**src/hdl/frcct_pkg.sv**
```systemverilog
// frcct_pkg: register addresses, field positions, reset values and types
// for the free-running capture/compare timer.
// assumes a byte-wide cpu register port clocked by mclk (100 MHz).
package frcct_pkg;

    // byte addresses on the cpu register port
    localparam logic [15:0] FRCCT_ADDR_CNT_LO  = 16'hff12;
    localparam logic [15:0] FRCCT_ADDR_CNT_HI  = 16'hff13;
    localparam logic [15:0] FRCCT_ADDR_CAP_LO  = 16'hff14;
    localparam logic [15:0] FRCCT_ADDR_CAP_HI  = 16'hff15;
    localparam logic [15:0] FRCCT_ADDR_CMP_LO  = 16'hff16;
    localparam logic [15:0] FRCCT_ADDR_CMP_HI  = 16'hff17;
    localparam logic [15:0] FRCCT_ADDR_MODE    = 16'hff48;

    // timer_mode_control fields
    localparam int          FRCCT_MODE_CKS_LSB = 1;
    localparam int          FRCCT_MODE_EDG_LSB = 4;
    localparam int          FRCCT_MODE_OVF_BIT = 6;

    // reset values and the counter maximum
    localparam logic [15:0] FRCCT_CNT_RST      = 16'h0000;
    localparam logic [15:0] FRCCT_CMP_RST      = 16'hffff;
    localparam logic [15:0] FRCCT_CNT_MAX      = 16'hffff;
    localparam logic [7:0]  FRCCT_RDATA_NONE   = 8'h00;

    // count clock select: period of 2, 4, 16 or 256 mclk cycles
    localparam logic [1:0]  FRCCT_CKS_DIV2     = 2'b00;
    localparam logic [1:0]  FRCCT_CKS_DIV4     = 2'b01;
    localparam logic [1:0]  FRCCT_CKS_DIV16    = 2'b10;
    localparam logic [1:0]  FRCCT_CKS_DIV256   = 2'b11;
    localparam logic [7:0]  FRCCT_MASK_DIV2    = 8'h01;
    localparam logic [7:0]  FRCCT_MASK_DIV4    = 8'h03;
    localparam logic [7:0]  FRCCT_MASK_DIV16   = 8'h0f;
    localparam logic [7:0]  FRCCT_MASK_DIV256  = 8'hff;
    localparam logic [7:0]  FRCCT_HALF_DIV2    = 8'h01;
    localparam logic [7:0]  FRCCT_HALF_DIV4    = 8'h02;
    localparam logic [7:0]  FRCCT_HALF_DIV16   = 8'h08;
    localparam logic [7:0]  FRCCT_HALF_DIV256  = 8'h80;

    // capture edge select
    typedef enum logic [1:0] {
        FRCCT_EDGE_OFF  = 2'b00,
        FRCCT_EDGE_RISE = 2'b01,
        FRCCT_EDGE_FALL = 2'b10,
        FRCCT_EDGE_BOTH = 2'b11
    } frcct_edge_t;

    // one cpu bus cycle request
    typedef struct packed {
        logic [15:0] addr;
        logic [7:0]  wdata;
        logic        wr;
        logic        rd;
    } frcct_bus_req_t;

    // entire state of the timer
    typedef struct packed {
        logic [7:0]  presc;
        logic [15:0] count;
        logic [15:0] rbuf;
        logic        frozen;
        logic [15:0] cmp;
        logic [15:0] cap;
        logic [1:0]  cks;
        frcct_edge_t edg;
        logic        ovf;
        logic        trig_prev;
        logic        irq;
        logic [7:0]  irq_cnt;
        logic [7:0]  rdata;
    } frcct_state_t;

endpackage : frcct_pkg

```
**src/hdl/frcct_top.sv**
```systemverilog
// frcct_top: 16-bit free-running counter with compare interrupt, pin capture
// and a freezing read buffer for byte-pair counter reads.
// assumes the cpu port is synchronous to mclk, one access per strobe cycle.
//
// How it works
// - free 16-bit count, irq on every compare match
// - match never clears or reloads the counter
// - count clock period 2, 4, 16, 256 mclk
// - edge select: off, rising, falling, both
// - capture loads count, holds until next edge
// - low-byte read freezes the read buffer
// - high-byte read releases the frozen buffer
// - counter bytes read low then high, paired
// - reset clears counter, then free-running resumes
// - counter keeps running through stabilisation waits
// - compare rewrite may double one interval
// - irq output stays high half count period
// - compare bytes at ff17 high, ff16 low
// - reset loads compare with all ones
// - overflow flag on wrap, software or reset clears
`timescale 1ns/1ps

module frcct_top
(
    input  wire logic                      mclk,
    input  wire logic                      rst_b,
    input  wire frcct_pkg::frcct_bus_req_t bus_req,
    output logic [7:0]                     bus_rdata,
    input  wire logic                      capture_trigger_pin,
    output logic                           compare_match_irq
);
    import frcct_pkg::*;

    ////////////////////////////////////////////////////////////////////////
    // helpers

    // prescaler mask whose all-ones pattern marks a count clock tick
    function automatic logic [7:0] frcct_mask(input logic [1:0] cks);
        case (cks)
            FRCCT_CKS_DIV2:  frcct_mask = FRCCT_MASK_DIV2;
            FRCCT_CKS_DIV4:  frcct_mask = FRCCT_MASK_DIV4;
            FRCCT_CKS_DIV16: frcct_mask = FRCCT_MASK_DIV16;
            default:         frcct_mask = FRCCT_MASK_DIV256;
        endcase
    endfunction : frcct_mask

    // half a count clock period in mclk cycles
    function automatic logic [7:0] frcct_half(input logic [1:0] cks);
        case (cks)
            FRCCT_CKS_DIV2:  frcct_half = FRCCT_HALF_DIV2;
            FRCCT_CKS_DIV4:  frcct_half = FRCCT_HALF_DIV4;
            FRCCT_CKS_DIV16: frcct_half = FRCCT_HALF_DIV16;
            default:         frcct_half = FRCCT_HALF_DIV256;
        endcase
    endfunction : frcct_half

    frcct_state_t s_q;
    frcct_state_t s_d;
    logic         tick;
    logic [15:0]  count_inc;
    logic         match;
    logic         trig_edge;
    logic         rd_cnt_lo;
    logic         rd_cnt_hi;

    ////////////////////////////////////////////////////////////////////////
    // decode of events seen this cycle

    // tick when the prescaler low bits are all ones for the chosen period
    assign tick      = (s_q.presc & frcct_mask(s_q.cks)) == frcct_mask(s_q.cks);
    assign count_inc = s_q.count + 16'h0001;
    assign match     = tick && (count_inc == s_q.cmp);
    // the trigger pin is taken as synchronous, so one stage of history suffices
    always_comb
    begin
        case (s_q.edg)
            FRCCT_EDGE_RISE: trig_edge = capture_trigger_pin && !s_q.trig_prev;
            FRCCT_EDGE_FALL: trig_edge = !capture_trigger_pin && s_q.trig_prev;
            FRCCT_EDGE_BOTH: trig_edge = capture_trigger_pin != s_q.trig_prev;
            default:         trig_edge = 1'b0;
        endcase
    end
    assign rd_cnt_lo = bus_req.rd && (bus_req.addr == FRCCT_ADDR_CNT_LO);
    assign rd_cnt_hi = bus_req.rd && (bus_req.addr == FRCCT_ADDR_CNT_HI);

    ////////////////////////////////////////////////////////////////////////
    // next state

    always_comb
    begin
        s_d           = s_q;
        s_d.trig_prev = capture_trigger_pin;
        // prescaler and counter run always; a stop release just sees the
        // count that built up while the oscillator settled
        s_d.presc = s_q.presc + 8'h01;
        if (tick)
        begin
            s_d.count = count_inc;                     // never cleared by a match
            if (s_q.count == FRCCT_CNT_MAX)
                s_d.ovf = 1'b1;
        end

        // irq pulse lasts half a count period; a rewrite of the compare
        // value behind the count only matches on the next wrap
        if (match)
        begin
            s_d.irq     = 1'b1;
            s_d.irq_cnt = frcct_half(s_q.cks);
        end
        else if (s_q.irq)
        begin
            s_d.irq_cnt = s_q.irq_cnt - 8'h01;
            if (s_q.irq_cnt == 8'h01)
                s_d.irq = 1'b0;
        end

        // capture on the selected edge, hold otherwise
        if (trig_edge)
            s_d.cap = s_q.count;

        // read buffer tracks the count unless frozen by a low-byte read
        if (!s_q.frozen)
            s_d.rbuf = s_q.count;
        if (rd_cnt_lo)
            s_d.frozen = 1'b1;
        else if (rd_cnt_hi)
            s_d.frozen = 1'b0;

        // register writes; the hardware overflow set wins over a clear
        if (bus_req.wr)
        begin
            case (bus_req.addr)
                FRCCT_ADDR_CMP_LO: s_d.cmp[7:0]  = bus_req.wdata;
                FRCCT_ADDR_CMP_HI: s_d.cmp[15:8] = bus_req.wdata;
                FRCCT_ADDR_MODE:
                begin
                    s_d.cks = bus_req.wdata[FRCCT_MODE_CKS_LSB +: 2];
                    s_d.edg = frcct_edge_t'(bus_req.wdata[FRCCT_MODE_EDG_LSB +: 2]);
                    s_d.ovf = bus_req.wdata[FRCCT_MODE_OVF_BIT]
                              || (tick && s_q.count == FRCCT_CNT_MAX);
                end
                default: ;
            endcase
        end

        // read data, one cycle after the strobe; unmapped reads give zero
        s_d.rdata = FRCCT_RDATA_NONE;
        if (bus_req.rd)
        begin
            case (bus_req.addr)
                FRCCT_ADDR_CNT_LO: s_d.rdata = s_q.frozen ? s_q.rbuf[7:0] : s_q.count[7:0];
                FRCCT_ADDR_CNT_HI: s_d.rdata = s_q.rbuf[15:8];
                FRCCT_ADDR_CAP_LO: s_d.rdata = s_q.cap[7:0];
                FRCCT_ADDR_CAP_HI: s_d.rdata = s_q.cap[15:8];
                FRCCT_ADDR_CMP_LO: s_d.rdata = s_q.cmp[7:0];
                FRCCT_ADDR_CMP_HI: s_d.rdata = s_q.cmp[15:8];
                FRCCT_ADDR_MODE:
                begin
                    s_d.rdata[FRCCT_MODE_CKS_LSB +: 2] = s_q.cks;
                    s_d.rdata[FRCCT_MODE_EDG_LSB +: 2] = s_q.edg;
                    s_d.rdata[FRCCT_MODE_OVF_BIT]      = s_q.ovf;
                end
                default: s_d.rdata = FRCCT_RDATA_NONE;
            endcase
        end
    end

    ////////////////////////////////////////////////////////////////////////
    // state register

    // capture register has no defined reset value; zero keeps it clean
    always_ff @(posedge mclk or negedge rst_b)
    begin
        if (!rst_b)
        begin
            s_q           <= '0;
            s_q.count     <= FRCCT_CNT_RST;
            s_q.rbuf      <= FRCCT_CNT_RST;
            s_q.cmp       <= FRCCT_CMP_RST;
            s_q.edg       <= FRCCT_EDGE_OFF;
            s_q.rdata     <= FRCCT_RDATA_NONE;
        end
        else
            s_q <= s_d;
    end

    assign bus_rdata         = s_q.rdata;
    assign compare_match_irq = s_q.irq;
endmodule : frcct_top

```
**config.mk**
```make
export PLATFORM = sky130hd
export DESIGN_NAME = frcct_top
export DESIGN_NICKNAME = d
export VERILOG_FILES = /design/src/hdl/frcct_pkg.sv /design/src/hdl/frcct_top.sv
export SDC_FILE = /design/constraint.sdc
export NUM_CORES = 1
export LEC_CHECK = 0
export BUFFER_PORTS_ARGS = -buffer_cell sky130_fd_sc_hd__buf_2
export CORE_MARGIN = 5
export CORE_UTILIZATION = 60
export CTS_CLUSTER_SIZE = 8
export DETAILED_ROUTE_END_ITERATION = 8
export GPL_TIMING_DRIVEN = 0
export HOLD_SLACK_MARGIN = 0.08
export PLACE_DENSITY = 0.8
export SLEW_MARGIN = 10
export SYNTH_ARGS = -nofsm -noshare
export SYNTH_HDL_FRONTEND = slang
export SYNTH_SLANG_ARGS = --single-unit
```
**constraint.sdc**
```tcl
create_clock -name mclk -period 3.49 [get_ports mclk]
set_input_delay 0.698 -clock mclk [delete_from_list [all_inputs] [get_ports mclk]]
set_output_delay 0.698 -clock mclk [all_outputs]
set_load 0.01 [all_outputs]
```
==> impl_metrics.env <==
export IMPL_gr_usage_all_layers_pct=23.1
export IMPL_wl_microns=11100
export IMPL_holdWs_ps=250
export IMPL_place_inst=590
export IMPL_cts_max_level=3
export IMPL_status="complete, no violations"
export IMPL_critPathMaxFanout=9
export IMPL_dr_first_iter_drc_count=201
export IMPL_viasPerCell=6.00
export IMPL_drc_errors=0
export IMPL_drtPass1Iterations=4
export IMPL_hold_path_class="primary input to async pin"
export IMPL_fmax_ghz=0.322
export IMPL_final_max_slew_violation_count=0
export IMPL_cts_buffers=9
export IMPL_total_leakage_power_nw=2.53
export IMPL_max_cap_violations=0
export IMPL_cp_slowest_cell="nor4_4"
export IMPL_grt_overflow=0
export IMPL_die_x_microns=102
export IMPL_dr_total_vias=3636
export IMPL_ys_async_sr_fraction_pct=100
export IMPL_final_cells=606
export IMPL_synth_warnings=0
export IMPL_regToRegSetupSlack_ps=390
export IMPL_die_area_sq_um=10300
export IMPL_netlist_area_sq_um=5030
export IMPL_postCtsHoldBufs=0
export IMPL_worst_clock_skew_ps=8.92
export IMPL_initial_core_util_pct=61.5
export IMPL_cts_tree="done"
export IMPL_ir_drop_mv=0.273
export IMPL_ys_seq_area_share_pct=48.2
export IMPL_gp_congestion=0.915
export IMPL_powerDensity_nw_per_um2=399
export IMPL_dp_hpwl_microns=8050
export IMPL_clk_pin_slew_ps=100
export IMPL_critical_path_startpoint_type="register"
export IMPL_placed_cell_area_sq_um=5370
export IMPL_yosysUniqueCellTypes=61
export IMPL_fin_area_sq_um=5540
export IMPL_yosysTopAreaCell="dfrtp_1"
export IMPL_syn_num_nets=483
export IMPL_arrival_ps=3350
export IMPL_avgSynthCellArea_sq_um=11.2
export IMPL_grt_max_degree=69
export IMPL_drtAntennaViolNets=0
export IMPL_relSlewSlack_pct=32.6
export IMPL_antenna_found_initial=0
export IMPL_synth_edff_count=0
export IMPL_rr_startpoint="s_q[73]"
export IMPL_clockBufferDepth=2
export IMPL_clk_latency_ps=360
export IMPL_synth_ff_type="dfrtp_1"
export IMPL_reg2reg_to="s_q[8]"
export IMPL_ios=38
export IMPL_cp_cell_sequence="ha_1 > nand4_2 > nor4_1 > xnor2_1 > o311ai_0 > nor4_4 > mux2_4"
export IMPL_core_sq_um=8180
export IMPL_area_growth_pct=10.3
export IMPL_end_kind="register"
export IMPL_num_antenna_cells=0
export IMPL_setup_tns_ps=0
export IMPL_syn_inst=448
export IMPL_rsz0062_at_grt="no"
export IMPL_setup_viol=0
export IMPL_post_cts_buffers=0
export IMPL_grt_pass1_wl_microns=18300
export IMPL_fin_nets=531
export IMPL_die_h_microns=102
export IMPL_rows=33
export IMPL_io_buffers=36
export IMPL_wl_per_cell_microns=18.3
export IMPL_required_ps=3740
export IMPL_min_period_over_period_pct=88.9
export IMPL_hold_viol=0
export IMPL_drive_gt1_share_pct=30.1
export IMPL_synth_top_area_share_pct=39.8
export IMPL_ctsResizeCount=0
export IMPL_root_buffer="clkbuf_8"
export IMPL_min_period_ps=3100
export IMPL_synth_seq_cells=96
export IMPL_worstRegToRegCells=7
export IMPL_worst_slew_pin_transition_ps=1010
export IMPL_synth_area_top_cells="dfrtp_1 40%, mux2_2 12%, dfstp_2 8.4%"
export IMPL_first_global_vias=3596
export IMPL_ys_top_cells_by_count="80 x dfrtp_1, 53 x mux2_2, 35 x nor2_1, 28 x nand2_1, 27 x xnor2_1"
export IMPL_cts_sinks=96
export IMPL_critPathKind="register to register"
export IMPL_critical_path_max_stage_delay_ps=590
export IMPL_synth_most_common_cell="dfrtp_1"
[registers in the layout, summed over array words and instances (netlist names)]
name and count:
s_q 87, bus_rdata 8, compare_match_irq 1
[metrics by stage]
step | util [%] | total power, mW | worst slack [ps]
2_1_floorplan | - | 1.46 | 863
3_3_place_gp | 65.3 | 1.55 | 190
3_5_place_dp | 65.7 | 1.57 | 364
4_1_cts | 67.8 | 2.22 | 415
5_1_grt | 67.8 | 2.32 | 213
6_report | 67.8 | 2.21 | 389
[final cells by class]
class                           instances  area (sq um)
Tap cell                              105           131
Clock inverter                          7          46.3
Clock buffer                            9           124
Sequential cell                        96          2420
Buffer                                 27           160
Fill cell                             617          2630
Timing Repair Buffer                   37           210
Multi-Input combinational cell        315          2410
Inverter                               10          37.5
[power breakdown]
group	switching, mW	internal (mW)
sequential	0.0632	1.18
clock	0.401	0.258
combinational	0.173	0.138
[layer usage]
metal,global-route usage (%),vias to the layer above,part of all wire [%]
met2,37.1,132,46
li1,-,1684,-
met1,31.3,1802,44
met5,0,-,0
met4,7.57,0,2.2
met3,4.89,18,6.8
[worst max path at each step]
stage / endpoint / start / cells past startpoint / slack [ps]
floorplan: s_q[39] / bus_req[13] / 6 / 860
global placement: s_q[20] / bus_req[10] / 6 / 190
detailed placement: s_q[54] / bus_req[13] / 6 / 360
CTS: s_q[8] / s_q[73] / 7 / 410
global route: s_q[8] / s_q[73] / 7 / 210
finish: s_q[8] / s_q[73] / 7 / 390
[kinds of logic (layout without fill, tap and decap cells)]
group / Yosys count / in the layout / synth area share, %
compound gates: 50 / 50 / 7.14
flops: 96 / 96 / 48.2
fa+ha+maj: 6 / 6 / 1.49
xor+xnor: 48 / 48 / 8.36
buf+inv: 37 / 90 / 3.93
mux: 71 / 71 / 15.6
simple gates: 140 / 140 / 15.3
[placed cells by master, fill, tap and decap left out, types with 4 or more instances in the layout]
master,n
nor2b_1,9
inv_1,10
and2_1,4
xor2_1,21
xnor2_1,27
a211oi_1,4
a21oi_1,7
clkbuf_8,9
clkbuf_1,10
nand3_1,8
mux2_2,53
dfrtp_1,80
nand4_1,12
nor4_1,5
ha_1,6
nand2_1,28
dfstp_2,16
o22ai_1,6
nor3_1,12
buf_2,37
buf_4,12
mux2i_1,17
nor2_1,35
o21ai_0,9
[critical path, delay by kind of cell (launching register included)]
| kind | cells | cell delay [ps] |
|---|---|---|
| flops | 1 | 530 |
| xor+xnor | 1 | 180 |
| fa+ha+maj | 1 | 360 |
| compound gates | 1 | 270 |
| simple gates | 3 | 1300 |
| mux | 1 | 350 |
Note: power is estimated with default switching activity, not from simulation.
